[src/include/crbc_pkg.sv]
// package of offsets, field positions, reset values and codes for the routing/bias register bank
package crbc_pkg;
    // ------------------------------------------------------------
    // register word indices on the control port
    // ------------------------------------------------------------
    localparam logic [6:0] CRBC_ADDR_BYPASS_SRC_ONE = 7'h1c;
    localparam logic [6:0] CRBC_ADDR_BYPASS_SRC_TWO = 7'h1d;
    localparam logic [6:0] CRBC_ADDR_ADC_SEL = 7'h1e;
    localparam logic [6:0] CRBC_ADDR_AMP_EN = 7'h1f;
    localparam logic [6:0] CRBC_ADDR_OUT_MUX_ONE = 7'h20;
    localparam logic [6:0] CRBC_ADDR_OUT_MUX_TWO = 7'h21;
    localparam logic [6:0] CRBC_ADDR_OUT_EN_TRI = 7'h22;
    localparam logic [6:0] CRBC_ADDR_BIAS = 7'h23;
    localparam logic [6:0] CRBC_ADDR_AUTO_INC = 7'h1b;
    localparam logic [6:0] CRBC_ADDR_ONE = 7'h01;

    // ------------------------------------------------------------
    // implemented-bit masks
    // ------------------------------------------------------------
    localparam logic [15:0] CRBC_MASK_BYPASS_ONE = 16'h0fff;
    localparam logic [15:0] CRBC_MASK_BYPASS_TWO = 16'h0fff;
    localparam logic [15:0] CRBC_MASK_ADC_SEL = 16'h07ff;
    localparam logic [15:0] CRBC_MASK_AMP_EN = 16'h00ff;
    localparam logic [15:0] CRBC_MASK_OUT_MUX = 16'h01ff;
    localparam logic [15:0] CRBC_MASK_OUT_EN_TRI = 16'h3fff;
    localparam logic [15:0] CRBC_MASK_BIAS = 16'h00ff;
    localparam logic [15:0] CRBC_MASK_AUTO_INC = 16'h0078;

    // ------------------------------------------------------------
    // reset values
    // ------------------------------------------------------------
    localparam logic [15:0] CRBC_RST_BYPASS = 16'h0000;
    localparam logic [15:0] CRBC_RST_ADC_SEL = 16'h0280;
    localparam logic [15:0] CRBC_RST_AMP_EN = 16'h0000;
    localparam logic [15:0] CRBC_RST_OUT_MUX_ONE = 16'h0088;
    localparam logic [15:0] CRBC_RST_OUT_MUX_TWO = 16'h0163;
    localparam logic [15:0] CRBC_RST_OUT_EN_TRI = 16'h0040;
    localparam logic [15:0] CRBC_RST_BIAS = 16'h0010;
    localparam logic [15:0] CRBC_RST_AUTO_INC = 16'h0048;

    // ------------------------------------------------------------
    // field positions
    // ------------------------------------------------------------
    localparam int CRBC_BIT_RIGHT_AMP = 7;
    localparam int CRBC_BIT_LEFT_AMP = 6;
    localparam int CRBC_BIT_SOFT_RAMP = 4;
    localparam int CRBC_BIT_BIAS_EN = 5;
    localparam int CRBC_BIT_AUTO_INC = 3;
    localparam int CRBC_LSB_STRING = 6;

    // ------------------------------------------------------------
    // source codes
    // ------------------------------------------------------------
    localparam logic [3:0] CRBC_SRC_NONE = 4'h0;
    localparam logic [3:0] CRBC_SRC_VIN_FIRST = 4'h1;
    localparam logic [3:0] CRBC_SRC_VIN_LAST = 4'h5;
    localparam logic [3:0] CRBC_SRC_DAC_FIRST = 4'h9;
    localparam logic [3:0] CRBC_SRC_DAC_LAST = 4'hc;
    localparam logic [3:0] CRBC_ADC_LEFT_LAST = 4'h4;
    localparam logic [3:0] CRBC_ADC_RIGHT_FIRST = 4'h8;
    localparam logic [3:0] CRBC_ADC_RIGHT_LAST = 4'hc;

    // midrail string codes
    localparam logic [1:0] CRBC_STR_OFF = 2'h0;
    localparam logic [1:0] CRBC_STR_100K = 2'h1;
    localparam logic [1:0] CRBC_STR_500K = 2'h2;
    localparam logic [1:0] CRBC_STR_10K = 2'h3;
endpackage : crbc_pkg

[src/rtl/crbc_regs.sv]
// routing and bias control register bank behind the two-wire control port
`timescale 1ns/1ps
// Overview of operation
// RQ1: bypass source 0 none, 1-5 own inputs, 6-8 reserved, 9-12 converter outputs.
// RQ2: converter select 0-4 left inputs, 8-12 right inputs, others reserved.
// RQ3: converter amp enables at bits 7 and 6, 1 on, 0 off, reset 0.
// RQ4: midrail soft ramp bit 4 enables ramping, resets to 1.
// RQ5: clearing master bias powers down bias and converter-in midrail reference.
// RQ6: string select acts on output reference only: off, 100k, 500k, 10k.
// RQ7: auto-increment bit set advances address over multi-register accesses.
// RQ8: fields hold last write and read back; unimplemented bits read zero.
module crbc_regs
    import crbc_pkg::*;
(
    input wire logic clk_sys_i, // system clock
    input wire logic rst_n_i, // async reset, active low
    input wire logic start_i, // new access: load address
    input wire logic [6:0] start_addr_i, // register address of the access
    input wire logic wr_i, // write strobe, one word
    input wire logic [15:0] wdata_i, // write data
    input wire logic rd_i, // read strobe, one word
    output logic [15:0] rdata_o, // registered read data
    output logic [6:0] cur_addr_o, // address of next word
    output logic [4:0] bypass_vin_o [6], // per amp one-hot input
    output logic [3:0] bypass_dac_o [6], // per amp one-hot converter
    output logic [5:0] bypass_none_o, // per amp no input
    output logic [4:0] left_converter_input_o, // left inputs picked by either select, ored
    output logic [4:0] right_converter_input_o, // right inputs picked by either select, ored
    output logic left_converter_amp_on_o, // left amp power
    output logic right_converter_amp_on_o, // right amp power
    output logic [1:0] adc_amp_gain_o, // input amp gain code
    output logic adc_switch_close_o, // input switches closed
    output logic [8:0] out_mux_one_o, // output mux fields
    output logic [8:0] out_mux_two_o, // output mux fields
    output logic [13:0] out_en_tri_o, // enables, clamp, tristates
    output logic master_bias_on_o, // master bias power
    output logic converter_in_midrail_ref_on_o, // input midrail reference power
    output logic [2:0] converter_out_midrail_ref_o, // one-hot 100k,500k,10k
    output logic midrail_soft_ramp_o, // soft ramp on
    output logic [3:0] bias_misc_o // buffer, fast, toggle, source bits
);
    // ------------------------------------------------------------
    // storage
    // ------------------------------------------------------------
    logic [15:0] bypass_one_reg, bypass_two_reg, adc_sel_reg, amp_en_reg;
    logic [15:0] mux_one_reg, mux_two_reg, en_tri_reg, bias_reg, auto_reg;
    logic [6:0] addr_reg;
    logic [15:0] rdata_reg;

    // mask-aware write helper keeps unimplemented bits at zero (see RQ8)
    function automatic logic [15:0] crbc_wr(input logic [15:0] d, input logic [15:0] m);
        crbc_wr = d & m;
    endfunction : crbc_wr

    function automatic logic [4:0] crbc_onehot5(input logic [3:0] c, input logic [3:0] b);
        logic [3:0] i;
        i = c - b;
        crbc_onehot5 = 5'(5'h01 << i[2:0]);
    endfunction : crbc_onehot5

    // ------------------------------------------------------------
    // address decode
    // ------------------------------------------------------------
    wire [6:0] acc_addr = start_i ? start_addr_i : addr_reg;
    wire hit_b1 = (acc_addr == CRBC_ADDR_BYPASS_SRC_ONE);
    wire hit_b2 = (acc_addr == CRBC_ADDR_BYPASS_SRC_TWO);
    wire hit_as = (acc_addr == CRBC_ADDR_ADC_SEL);
    wire hit_ae = (acc_addr == CRBC_ADDR_AMP_EN);
    wire hit_m1 = (acc_addr == CRBC_ADDR_OUT_MUX_ONE);
    wire hit_m2 = (acc_addr == CRBC_ADDR_OUT_MUX_TWO);
    wire hit_et = (acc_addr == CRBC_ADDR_OUT_EN_TRI);
    wire hit_bi = (acc_addr == CRBC_ADDR_BIAS);
    wire hit_ai = (acc_addr == CRBC_ADDR_AUTO_INC);
    wire auto_on = auto_reg[CRBC_BIT_AUTO_INC];

    // unmapped addresses read zero (see RQ8)
    wire [15:0] rd_mux =
        hit_b1 ? bypass_one_reg : hit_b2 ? bypass_two_reg :
        hit_as ? adc_sel_reg : hit_ae ? amp_en_reg :
        hit_m1 ? mux_one_reg : hit_m2 ? mux_two_reg :
        hit_et ? en_tri_reg : hit_bi ? bias_reg :
        hit_ai ? auto_reg : 16'h0000; // see RQ8

    // address steps after each word only while auto-increment is set
    wire step = (wr_i || rd_i) && auto_on; // see RQ7
    wire [6:0] addr_next = step ? 7'(acc_addr + CRBC_ADDR_ONE) : acc_addr; // see RQ7

    // ------------------------------------------------------------
    // register writes
    // ------------------------------------------------------------
    always_ff @(posedge clk_sys_i or negedge rst_n_i)
    begin
        if (!rst_n_i)
        begin
            bypass_one_reg <= CRBC_RST_BYPASS;
            bypass_two_reg <= CRBC_RST_BYPASS;
            adc_sel_reg <= CRBC_RST_ADC_SEL;
            amp_en_reg <= CRBC_RST_AMP_EN; // see RQ3
            mux_one_reg <= CRBC_RST_OUT_MUX_ONE;
            mux_two_reg <= CRBC_RST_OUT_MUX_TWO;
            en_tri_reg <= CRBC_RST_OUT_EN_TRI;
            bias_reg <= CRBC_RST_BIAS; // see RQ4
            auto_reg <= CRBC_RST_AUTO_INC;
        end
        else if (wr_i)
        begin
            if (hit_b1) bypass_one_reg <= crbc_wr(wdata_i, CRBC_MASK_BYPASS_ONE); // see RQ8
            if (hit_b2) bypass_two_reg <= crbc_wr(wdata_i, CRBC_MASK_BYPASS_TWO);
            if (hit_as) adc_sel_reg <= crbc_wr(wdata_i, CRBC_MASK_ADC_SEL);
            if (hit_ae) amp_en_reg <= crbc_wr(wdata_i, CRBC_MASK_AMP_EN); // see RQ3
            if (hit_m1) mux_one_reg <= crbc_wr(wdata_i, CRBC_MASK_OUT_MUX);
            if (hit_m2) mux_two_reg <= crbc_wr(wdata_i, CRBC_MASK_OUT_MUX);
            if (hit_et) en_tri_reg <= crbc_wr(wdata_i, CRBC_MASK_OUT_EN_TRI);
            if (hit_bi) bias_reg <= crbc_wr(wdata_i, CRBC_MASK_BIAS);
            if (hit_ai) auto_reg <= crbc_wr(wdata_i, CRBC_MASK_AUTO_INC);
        end
    end

    // address pointer and registered read data
    always_ff @(posedge clk_sys_i or negedge rst_n_i)
    begin
        if (!rst_n_i)
        begin
            addr_reg <= 7'h00;
            rdata_reg <= 16'h0000;
        end
        else
        begin
            addr_reg <= addr_next;
            if (rd_i) rdata_reg <= rd_mux; // see RQ8
        end
    end

    assign rdata_o = rdata_reg;
    assign cur_addr_o = addr_reg;

    // ------------------------------------------------------------
    // bypass source decoders, three per register
    // ------------------------------------------------------------
    wire [3:0] src_code [6];
    assign src_code[0] = bypass_one_reg[3:0];
    assign src_code[1] = bypass_one_reg[7:4];
    assign src_code[2] = bypass_one_reg[11:8];
    assign src_code[3] = bypass_two_reg[3:0];
    assign src_code[4] = bypass_two_reg[7:4];
    assign src_code[5] = bypass_two_reg[11:8];

    for (genvar g = 0; g < 6; g++)
    begin : g_src
        crbc_src_decode u_dec (
            .code_i(src_code[g]),
            .vin_o(bypass_vin_o[g]),
            .dac_o(bypass_dac_o[g]),
            .none_o(bypass_none_o[g]),
            .reserved_o()
        ); // see RQ1
    end

    // ------------------------------------------------------------
    // converter input select; reserved codes select nothing
    // ------------------------------------------------------------
    wire [3:0] left_sel = adc_sel_reg[3:0];
    wire [3:0] right_sel = adc_sel_reg[7:4];
    function automatic logic [9:0] crbc_adc_dec(input logic [3:0] c);
        crbc_adc_dec = 10'h000;
        if (c <= CRBC_ADC_LEFT_LAST)
            crbc_adc_dec[4:0] = crbc_onehot5(c, CRBC_SRC_NONE);
        else if (c >= CRBC_ADC_RIGHT_FIRST && c <= CRBC_ADC_RIGHT_LAST)
            crbc_adc_dec[9:5] = crbc_onehot5(c, CRBC_ADC_RIGHT_FIRST);
    endfunction : crbc_adc_dec
    // either select may pick either side, so both sides are ored
    wire [9:0] left_dec = crbc_adc_dec(left_sel); // see RQ2
    wire [9:0] right_dec = crbc_adc_dec(right_sel); // see RQ2
    assign left_converter_input_o = left_dec[4:0] | right_dec[4:0]; // see RQ2
    assign right_converter_input_o = left_dec[9:5] | right_dec[9:5]; // see RQ2
    assign adc_amp_gain_o = adc_sel_reg[9:8];
    assign adc_switch_close_o = adc_sel_reg[10];

    // ------------------------------------------------------------
    // amp enables, output routing
    // ------------------------------------------------------------
    assign left_converter_amp_on_o = amp_en_reg[CRBC_BIT_LEFT_AMP]; // see RQ3
    assign right_converter_amp_on_o = amp_en_reg[CRBC_BIT_RIGHT_AMP]; // see RQ3
    assign out_mux_one_o = mux_one_reg[8:0];
    assign out_mux_two_o = mux_two_reg[8:0];
    assign out_en_tri_o = en_tri_reg[13:0];

    // ------------------------------------------------------------
    // bias and midrail
    // ------------------------------------------------------------
    wire bias_on = bias_reg[CRBC_BIT_BIAS_EN];
    wire [1:0] str_sel = bias_reg[CRBC_LSB_STRING +: 2];
    assign master_bias_on_o = bias_on; // see RQ5
    assign converter_in_midrail_ref_on_o = bias_on; // see RQ5
    // string code touches only the output reference (see RQ6)
    assign converter_out_midrail_ref_o = {str_sel == CRBC_STR_10K,
                                          str_sel == CRBC_STR_500K,
                                          str_sel == CRBC_STR_100K}; // see RQ6
    assign midrail_soft_ramp_o = bias_reg[CRBC_BIT_SOFT_RAMP]; // see RQ4
    assign bias_misc_o = bias_reg[3:0];
endmodule : crbc_regs

[src/rtl/crbc_src_decode.sv]
// one-hot decoder for a bypass amplifier 4-bit source field
`timescale 1ns/1ps
module crbc_src_decode
    import crbc_pkg::*;
(
    input wire logic [3:0] code_i, // source field
    output logic [4:0] vin_o, // one-hot analogue input 1..5
    output logic [3:0] dac_o, // one-hot converter channel 1..4
    output logic none_o, // no input selected
    output logic reserved_o // reserved code
);
    // ------------------------------------------------------------
    // decode
    // ------------------------------------------------------------
    wire is_vin = (code_i >= CRBC_SRC_VIN_FIRST) && (code_i <= CRBC_SRC_VIN_LAST);
    wire is_dac = (code_i >= CRBC_SRC_DAC_FIRST) && (code_i <= CRBC_SRC_DAC_LAST);
    wire [3:0] vin_idx = code_i - CRBC_SRC_VIN_FIRST;
    wire [3:0] dac_idx = code_i - CRBC_SRC_DAC_FIRST;

    // codes 0110..1000 and above 1100 select nothing (see RQ1)
    assign vin_o = is_vin ? 5'(5'h01 << vin_idx[2:0]) : 5'h00; // see RQ1
    assign dac_o = is_dac ? 4'(4'h1 << dac_idx[1:0]) : 4'h0; // see RQ1
    assign none_o = (code_i == CRBC_SRC_NONE); // see RQ1
    assign reserved_o = !is_vin && !is_dac && !none_o;
endmodule : crbc_src_decode

[config.mk]
export PLATFORM = sky130hd
export DESIGN_NAME = crbc_regs
export DESIGN_NICKNAME = d
export VERILOG_FILES = /design/src/include/crbc_pkg.sv /design/src/rtl/crbc_regs.sv /design/src/rtl/crbc_src_decode.sv
export SDC_FILE = /design/constraint.sdc
export NUM_CORES = 1
export LEC_CHECK = 0
export BUFFER_PORTS_ARGS = -buffer_cell sky130_fd_sc_hd__buf_4
export CAP_MARGIN = 40
export CORE_ASPECT_RATIO = 0.75
export CORE_MARGIN = 2
export CORE_UTILIZATION = 23
export DETAILED_ROUTE_END_ITERATION = 8
export GPL_ROUTABILITY_DRIVEN = 0
export PLACE_DENSITY = 0.51
export SLEW_MARGIN = 20
export SYNTH_ARGS = -nofsm -noshare
export SYNTH_HDL_FRONTEND = slang
export SYNTH_SLANG_ARGS = --single-unit
[constraint.sdc]
create_clock -name clk_sys_i -period 3.4 [get_ports clk_sys_i]
set_input_delay 0.68 -clock clk_sys_i [delete_from_list [all_inputs] [get_ports clk_sys_i]]
set_output_delay 0.68 -clock clk_sys_i [all_outputs]
set_load 0.1 [all_outputs]
# Yosys cells after proc, flatten, opt, wreduce, memory -nomap -nowiden
# Index checks and enable logic that the tools add are counted.
[word_totals]
ff_bits = 110
latch_bits = 0
ram_bits = 0
rom_bits = 0
inputBits = 28
output_inout_bits = 140
wordCells = 146
n_memories = 0
[classes]
addsub = 15
n_mul = 0
div_mod_pow = 0
order_cmp = 30
n_eq_ne = 12
shifts = 16
mux = 29
bitwise = 2
reduce_logical = 31
[ops]
columns = ["cell", "count"]
rows = [
  ["2-to-1 mux 14 bit", 7],
  ["2-to-1 mux 5 bit", 12],
  ["<< shifter 1 x 3 -> 5 bit (first input constant)", 10],
  ["== test 7 x 5 -> 1 bit (second input constant)", 5],
  ["greater-or-equal comparator 4 bit (second input constant)", 8],
  ["less-or-equal comparator 4 x 3 -> 1 bit (second input constant)", 8],
  ["less-or-equal comparator 4 bit (second input constant)", 8],
  ["== test 7 x 6 -> 1 bit (second input constant)", 4],
  ["greater-or-equal comparator 4 x 1 -> 1 bit (second input constant)", 6],
  ["zero test 4 bit", 6],
  ["2-to-1 mux 4 bit", 6],
  ["<< shifter 1 x 2 -> 4 bit (first input constant)", 6],
  ["subtractor 3 x 1 -> 3 bit (second input constant)", 8],
  ["2-to-1 mux 7 bit", 3],
  ["AND reduction 2 bit", 9],
  ["logical AND 1 bit", 15],
  ["subtractor 2 x 1 -> 2 bit (second input constant)", 6],
  ["bitwise OR 5 bit", 2],
  ["2-to-1 mux 8 bit", 1],
  ["adder 7 x 1 -> 7 bit (second input constant)", 1],
  ["== test 2 bit (second input constant)", 2],
  ["== test 2 x 1 -> 1 bit (second input constant)", 1],
  ["logical OR 1 bit", 1],
]

# Logic depth before layout (Yosys ltp)
# Gate-level depths: netlist of run 1.
[depth]
word_depth = 11
mapped_depth = 11
mapped_depth_nobuf = 8

# Hierarchy
# From an unflattened synthesis of run 1, not the netlist that was laid out.
[hier_totals]
hier_cells = 593
area_unflattened_um2 = 6531.3
[modules_own_cells]
columns = ["mod", "n_inst", "cells_each", "area_each_um2", "seq_area_each_um2"]
rows = [
  ["crbc_regs", 1, 467, 5607.9, 2718.9],
  ["crbc_src_decode", 6, 21, 153.9, 0.0],
]

# Least setup slack after synthesis of run 1
# Ideal clock, no wire load.
[synth_path]
path_kind = "reg-to-output"
startpoint = "reg bypass_one_reg[5]"
endpoint = "out bypass_vin_o[23] (netlist bit)"
t_arrival_ns = 5.557
t_required_ns = 2.720
setup_slack_ns = -2.837
stages_incl_launch_ff = 6
path_buffers = 1
cell_sequence = "dfrtp_1 clkbuf_1 nor2_1 ha_1 inv_1 a2111oi_0"
[synth_lines]
columns = ["element", "line", "text"]
rows = [
  ["start, declared", "crbc_regs.sv:45", "logic [15:0] bypass_one_reg, bypass_two_reg, adc_sel_reg, amp_en_reg;"],
  ["start signal, assigned", "crbc_regs.sv:107", "if (hit_b1) bypass_one_reg <= crbc_wr(wdata_i, CRBC_MASK_BYPASS_ONE);"],
  ["end, declared", "crbc_regs.sv:24", "output logic [4:0] bypass_vin_o [6],"],
]

==> results.yml, run 1 <==
placed_design:
  place.port_buffers: 163
  dp_hpwl_um: 16100
  dp_slack_ns: 0.250
  postPlaceCellArea_um2: 8000
global_route:
  grt_pass1_vias: 5169
  grt_use_total_pct: 15.1
  grt_pass1_wl_um: 32000
  overflow: 0
  grt_max_degree: 68
  antenna_found_initial: 0
pwr:
  power.share.clock_pct: 20.9
  p_int_mw: 2.50
  powerDensity_nw_per_um2: 591
  p_comb_share_pct: 44.6
  sw_frac_of_total_pct: 48.9
  finalPower_mw: 4.90
  p_leak_nw: 3.66
  p_seq_share_pct: 34.5
  ir_drop_v: 0.000441
  netSwitchingPower_mw: 2.40
critical_path:
  slowest_delay_ns: 0.69
  worst_r2r_path_depth: 10
  reg2reg_to: "rdata_o[6]$_DFFE_PN0P_"
  crit_chain: "nor2_1 -> ha_1 -> nor4b_4 -> buf_4"
  path_buf_inv: 1
  cp-end-kind: "output port"
  path_delay_family: "flip-flops"
  r2r_start: "cur_addr_o[0]$_DFF_PN0_"
  required_ns: 2.72
  path_class: "reg -> out"
  start_kind: "register"
  arrival_ns: 2.23
  rrSetupSlack_ns: 0.74
  critPathSlowestCell: "dfrtp_1"
  worst-path-max-fanout: 11
drt:
  vias: 5233
  route.final.wire_length_um: 21100
  viasPerCell: 4.83
  drtIter0Drc: 337
  ant_nets: 0
  drc_errors: 0
  firstDrtPassIters: 4
  routedWlPerCell_um: 19.5
clocking:
  post_cts_resized: 0
  clkTransAtPathRegs_ns: 0.08
  post_cts_buffers: 0
  clockBufferDepth: 2
  cts_sinks: 108
  cts-hold-fix-buffers: 0
  cts_tree: "done"
  numCtsBuffers: 9
  clk_root_buffer_cell: "clkbuf_16"
  clk_latency_ns: 0.36
  htree_levels: 3
synthesis:
  async_flop_share_pct: 100
  yosysSeqAreaShare_pct: 44.3
  synth_edf_count: 0
  yosysWarnings: 0
  yosysUniqueCellTypes: 56
  syn_area_per_cell_um2: 10.3
  synth_top_flop_cell: "dfrtp_1"
  ys_ff_latch: 108
  syn_inst: 596
  syn_area_um2: 6140
timing:
  period_minus_slack_ns: 2.91
  hold_viol: 0
  setup_tns_ns: 0
  setup_viol: 0
  grt_setup_unrepaired: "no"
  min_period_over_period_pct: 85.6
  fin_ws_ns: 0.489
  slew_headroom_pct: 54.0
  slew_viol_final: 0
  finalClockSkew_ns: 0.0124
  worstMarginPinSlew_ns: 0.681
  fmax_mhz: 344
die:
  io_pins: 168
  coreArea_um2: 26100
  die_x_um: 193
  start_util_pct: 23.5
  placementRows: 51
  die_h_um: 145
  dieArea_um2: 28000
final_layout:
  area.growth.synth_to_final_pct: 35.1
  drive_above_1_share_pct: 44.5
  fin_nets: 772
  final_area_um2: 8290
  final_cell_mix: "buf_4, dfrtp_1, mux2_2"
  final_common_cell: "buf_4"
min_path:
  hold_class: "in -> async"
status:
  status: "finished, final reports clean"
flow_run:
  drv_cap: 0
==> power by group through the flow <==
stage          combinational (mW)  sequential (mW)  clock (mW)
2_1_floorplan                1.28             2.14           0
3_3_place_gp                 2.18             1.71           0
3_5_place_dp                 2.20             1.71           0
4_1_cts                      2.20             1.69        1.05
5_1_grt                      2.29             1.72        1.11
6_report                     2.19             1.69        1.02
==> final cells by class <==
cell class              instances  area, µm²
inverters                      21       78.8
well taps                     344        430
clock buffers                  10        239
multi-input cells             412       3360
fillers                      2714      17800
clock inverters                 6       47.5
flip-flops and latches        108       2720
diodes                          1       2.50
repair buffers                182       1420
==> per-layer routing <==
layer,track usage [%],wire length (µm),vias up,part of all wire (%)
met2,21.5,8720,164,41
met5,0,0,-,0
met1,23.1,10600,2597,50
li1,-,-,2460,-
met4,2.33,170,0,0.81
met3,3.88,1590,12,7.5
==> kinds of logic after synthesis <==
family          Yosys count  share of synthesized area [%]
flops                   108                           44.3
fa+ha+maj                10                           2.04
compound gates          124                           13.8
simple gates            176                           15.9
mux                      94                           17.1
buf+inv                  77                           5.93
other cells               1                         0.0611
xor+xnor                  6                          0.856
==> Yosys cell counts (11+ instances only) <==
cell type / count / share of area, %
a31oi_1: 11 / 1.1
a21oi_1: 24 / 2.0
dfstp_2: 13 / 5.6
inv_1: 21 / 1.3
clkbuf_1: 31 / 1.9
o21ai_0: 25 / 2.0
nor4_1: 17 / 1.7
nor3_1: 14 / 1.1
mux2_2: 77 / 14
nor2b_1: 15 / 1.5
o22ai_1: 13 / 1.3
buf_4: 16 / 2.0
dfrtp_1: 95 / 39
nand2_1: 30 / 1.8
nor2_1: 30 / 1.8
nand2b_1: 16 / 1.6
==> worst max-delay path by stage <==
stage,start,endpoint,cells after the start
after floorplan,bypass_one_reg[9]$_DFFE_PN0P_,bypass_vin_o[16],4
after detailed placement,start_i,rdata_o[6]$_DFFE_PN0P_,11
after global routing,bypass_two_reg[9]$_DFFE_PN0P_,bypass_vin_o[4],4
after CTS,bypass_two_reg[9]$_DFFE_PN0P_,bypass_vin_o[4],4
final,bypass_two_reg[9]$_DFFE_PN0P_,bypass_vin_o[4],4
after global placement,start_i,rdata_o[6]$_DFFE_PN0P_,11
==> metrics by stage <==
step | util (%) | std cells | hold WS (ns)
5_1_grt | 31.8 | 1083 | 0.350
3_5_place_dp | 30.7 | 1067 | 0.498
2_1_floorplan | - | 597 | 0.384
4_1_cts | 31.8 | 1083 | 0.334
3_3_place_gp | 30.7 | 1067 | 0.489
6_report | 31.8 | 1084 | 0.311
No activity file was read; power rests on OpenSTA's default activity.
==> run 2: changes to the inputs <==
Settings changed: CORE_MARGIN 2 to 5.
==> results.yml, run 2 (synthesis results as in run 1) <==
drt:
  firstDrtPassIters: 5
  viasPerCell: 4.82
  vias: 5232
  drtIter0Drc: 330
  ant_nets: 0
  routedWlPerCell_um: 20.2
  route.final.wire_length_um: 21900
  drc_errors: 0
timing:
  period_minus_slack_ns: 2.94
  setup_tns_ns: 0
  fin_ws_ns: 0.461
  finalClockSkew_ns: 0.0153
  grt_setup_unrepaired: "no"
  setup_viol: 0
  hold_viol: 0
  timing.hold.ws_ns: 0.338
  slew_viol_final: 0
  min_period_over_period_pct: 86.4
  slew_headroom_pct: 56.2
  worstMarginPinSlew_ns: 0.656
  fmax_mhz: 340
status:
  status: "finished, final reports clean"
die:
  dieArea_um2: 30100
  io_pins: 168
  die_x_um: 199
  coreArea_um2: 26100
  start_util_pct: 23.5
  die_h_um: 151
  placementRows: 51
critical_path:
  crit_start: "bypass_two_reg[9]$_DFFE_PN0P_"
  worst_r2r_path_depth: 6
  required_ns: 2.72
  r2r_start: "cur_addr_o[0]$_DFF_PN0_"
  worst-path-max-fanout: 11
  reg2reg_to: "adc_sel_reg[0]$_DFFE_PN0P_"
  cp-end-kind: "output port"
  path_class: "reg -> out"
  start_kind: "register"
  crit_end: "bypass_vin_o[4]"
  arrival_ns: 2.26
  rrSetupSlack_ns: 0.65
global_route:
  grt_use_total_pct: 14.3
  grt_pass1_wl_um: 32600
  grt_max_degree: 48
  antenna_found_initial: 0
  overflow: 0
  grt_pass1_vias: 5090
clocking:
  clk_latency_ns: 0.36
  clk_root_buffer_cell: "clkbuf_16"
  clockBufferDepth: 2
  post_cts_resized: 0
  clkTransAtPathRegs_ns: 0.08
  htree_levels: 3
  cts_sinks: 108
  post_cts_buffers: 0
  numCtsBuffers: 9
  cts_tree: "done"
  cts-hold-fix-buffers: 0
placed_design:
  dp_hpwl_um: 16900
  dpl.cell_count: 1070
  place.port_buffers: 163
  dp_slack_ns: 0.0780
flow_run:
  drv_cap: 0
pwr:
  finalPower_mw: 5.03
  powerDensity_nw_per_um2: 604
  p_leak_nw: 3.69
  ir_drop_v: 0.000353
final_layout:
  final_common_cell: "buf_4"
  fin_nets: 775
  antenna_cells: 0
  layout.cells.non_filler: 1086
  drive_above_1_share_pct: 44.5
  final_cell_mix: "buf_4, dfrtp_1, mux2_2"
  area.growth.synth_to_final_pct: 35.7
min_path:
  hold_class: "in -> async"
-- run 2: cell count changes in the layout (fill, tap and decap cells not counted), sizes merged --
cell    previous run  this run
diode              1         0
inv               23        22
clkbuf            10        11
bufinv             0         2
buf              182       185
clkinv             3         1
-- run 2: worst max-delay path, cell delays in order, from the launching register on --
cell	delay [ns]
dfrtp_1	0.69
nor2_1	0.12
ha_1	0.50
nor4b_4	0.25
buf_4	0.33
-- run 2: final cells by class --
class                           instances  area (µm²)
Fill cell                            2700       17800
Clock buffer                           11         233
Multi-Input combinational cell        412        3360
Inverter                               21        78.8
Sequential cell                       108        2720
Tap cell                              344         430
Clock inverter                          5        85.1
Timing Repair Buffer                  185        1430
-- run 2: how the worst min path moves through the flow --
stage                                  from  slack (ns)                       endpoint
floorplan                           rst_n_i        0.38     adc_sel_reg[0]$_DFFE_PN0P_
global placement    auto_reg[5]$_DFFE_PN0P_        0.49        auto_reg[5]$_DFFE_PN0P_
detailed placement  auto_reg[5]$_DFFE_PN0P_        0.50        auto_reg[5]$_DFFE_PN0P_
CTS                                 rst_n_i        0.36     mux_two_reg[2]$_DFFE_PN0P_
global route                        rst_n_i        0.38  bypass_two_reg[2]$_DFFE_PN0P_
finish                              rst_n_i        0.34     mux_two_reg[2]$_DFFE_PN0P_
-- run 2: per-layer routing --
layer	global-route usage, %	wire length (µm)	vias up
li1	-	-	2462
met1	21.9	10900	2593
met2	20.3	9270	169
met3	4.18	1630	8
met4	1.44	98	0
met5	0	0	-
-- run 2: power breakdown --
group	internal [mW]	switching (mW)	leakage (nW)
logic	0.532	1.66	2.12
registers	1.45	0.244	1.41
clock network	0.651	0.501	0.150
total	2.63	2.40	3.69
-- run 2: through the flow --
step | util, % | instance area (µm²)
final | 31.9 | 8330
after global routing | 31.9 | 8330
after CTS | 31.9 | 8330
after detailed placement | 30.7 | 8010
after global placement | 30.7 | 8010
after floorplan | - | 6440
==> run 3: changes to the inputs <==
Settings changed: BUFFER_PORTS_ARGS -buffer_cell sky130_fd_sc_hd__buf_4 to not set, DONT_BUFFER_PORTS set to 1, PLACE_DENSITY 0.51 to 0.46.
==> results.yml, run 3 (synthesis results as in run 1) <==
global_route:
  grt_pass1_vias: 5412
  grt_pass1_wl_um: 34500
  grt_use_total_pct: 14.9
  grt_max_degree: 109
  antenna_found_initial: 0
  overflow: 0
timing:
  hold_viol: 0
  setup_tns_ns: 0
  fin_ws_ns: 0.455
  setup_viol: 0
  finalClockSkew_ns: 0.0130
  fmax_mhz: 340
  grt_setup_unrepaired: "no"
  timing.hold.ws_ns: 0.0324
  slew_viol_final: 0
  min_period_over_period_pct: 86.6
  worstMarginPinSlew_ns: 0.875
  period_minus_slack_ns: 2.95
  slew_headroom_pct: 41.5
critical_path:
  cp-end-kind: "output port"
  path_buf_inv: 1
  required_ns: 2.72
  rrSetupSlack_ns: 0.55
  crit_start: "bypass_two_reg[9]$_DFFE_PN0P_"
  crit_chain: "nor2_1 -> ha_1 -> nor4b_4 -> buf_4"
  start_kind: "register"
  crit_end: "bypass_vin_o[4]"
  worst_r2r_path_depth: 8
  worst-path-max-fanout: 11
  arrival_ns: 2.27
  critPathSlowestCell: "dfrtp_1"
  worstSetupPathDepth: 4
  path_class: "reg -> out"
  slowest_delay_ns: 0.72
  reg2reg_to: "rdata_o[0]$_DFFE_PN0P_"
  path_delay_family: "flip-flops"
  r2r_start: "cur_addr_o[0]$_DFF_PN0_"
clocking:
  clk_root_buffer_cell: "clkbuf_16"
  numCtsBuffers: 9
  htree_levels: 3
  cts_sinks: 108
  clk_latency_ns: 0.35
  cts_tree: "done"
  clkTransAtPathRegs_ns: 0.08
  clockBufferDepth: 2
final_layout:
  utilization_pct: 35.0
  final_common_cell: "buf_4"
  fin_nets: 738
  final_cell_mix: "buf_4, dfrtp_1, mux2_2"
  drive_above_1_share_pct: 45.2
  area.growth.synth_to_final_pct: 48.8
  antenna_cells: 0
drt:
  route.final.wire_length_um: 22500
  routedWlPerCell_um: 21.5
  vias: 5224
  firstDrtPassIters: 5
  viasPerCell: 4.98
  drc_errors: 0
  drtIter0Drc: 413
  ant_nets: 0
pwr:
  p_leak_nw: 3.77
  powerDensity_nw_per_um2: 573
  ir_drop_v: 0.000299
die:
  placementRows: 51
  dieArea_um2: 30100
  coreArea_um2: 26100
  die_h_um: 151
  die_x_um: 199
  start_util_pct: 23.5
  io_pins: 168
flow_run:
  drv_cap: 0
status:
  status: "finished, final reports clean"
placed_design:
  place.port_buffers: 0
  dp_hpwl_um: 17600
  dp_slack_ns: 0.274
min_path:
  hold_class: "in -> async"
-- run 3: layout make-up --
cell class	instances	area (µm²)
timing repair buffer	148	1960
multi-input combinational	412	3660
clock inverter	5	42.5
tap	344	430
clock buffer	11	243
fill	2533	17000
sequential	108	2720
inverter	21	78.8
-- run 3: where the power goes --
part / total [mW] / internal, mW / switching [mW]
combinational: 2.34 / 0.777 / 1.57
clock: 1.03 / 0.526 / 0.500
sequential: 1.86 / 1.45 / 0.412
total: 5.23 / 2.75 / 2.48
-- run 3: stage by stage --
stage | power [mW] | cell area, µm² | instances
after floorplan | 3.41 | 6440 | 597
after global placement | 3.96 | 7890 | 992
after detailed placement | 4.24 | 8830 | 1031
after CTS | 5.28 | 9120 | 1047
after global routing | 5.44 | 9140 | 1049
final | 5.23 | 9140 | 1049
-- run 3: how the worst min path moves through the flow --
| stage | start | endpoint | depth (start not counted) | slack (ns) |
|---|---|---|---|---|
| after floorplan | rst_n_i | adc_sel_reg[0]$_DFFE_PN0P_ | 0 | 0.38 |
| after global placement | rst_n_i | cur_addr_o[0]$_DFF_PN0_ | 0 | 0.39 |
| after detailed placement | rst_n_i | cur_addr_o[5]$_DFF_PN0_ | 0 | 0.39 |
| after CTS | rst_n_i | cur_addr_o[5]$_DFF_PN0_ | 0 | 0.002 |
| after global routing | rst_n_i | rdata_o[8]$_DFFE_PN0P_ | 0 | 0.005 |
| final | rst_n_i | rdata_o[8]$_DFFE_PN0P_ | 0 | 0.03 |
-- run 3: metal layers --
layer	part of all wire, %	vias to the layer above	GRT usage [%]
li1	-	2391	-
met1	47	2619	21.4
met2	44	192	22.8
met3	8.3	22	4.66
met4	0.69	0	1.91
met5	0	-	0
-- run 3: what timing repair did --
action / 4_1_cts / 5_1_grt
setup buffers: 0 / 0
hold buffers: 0 / 1
gates resized for setup: 0 / 0
endpoints found under the hold margin: 0 / 15
endpoints found under the setup margin: 0 / 0
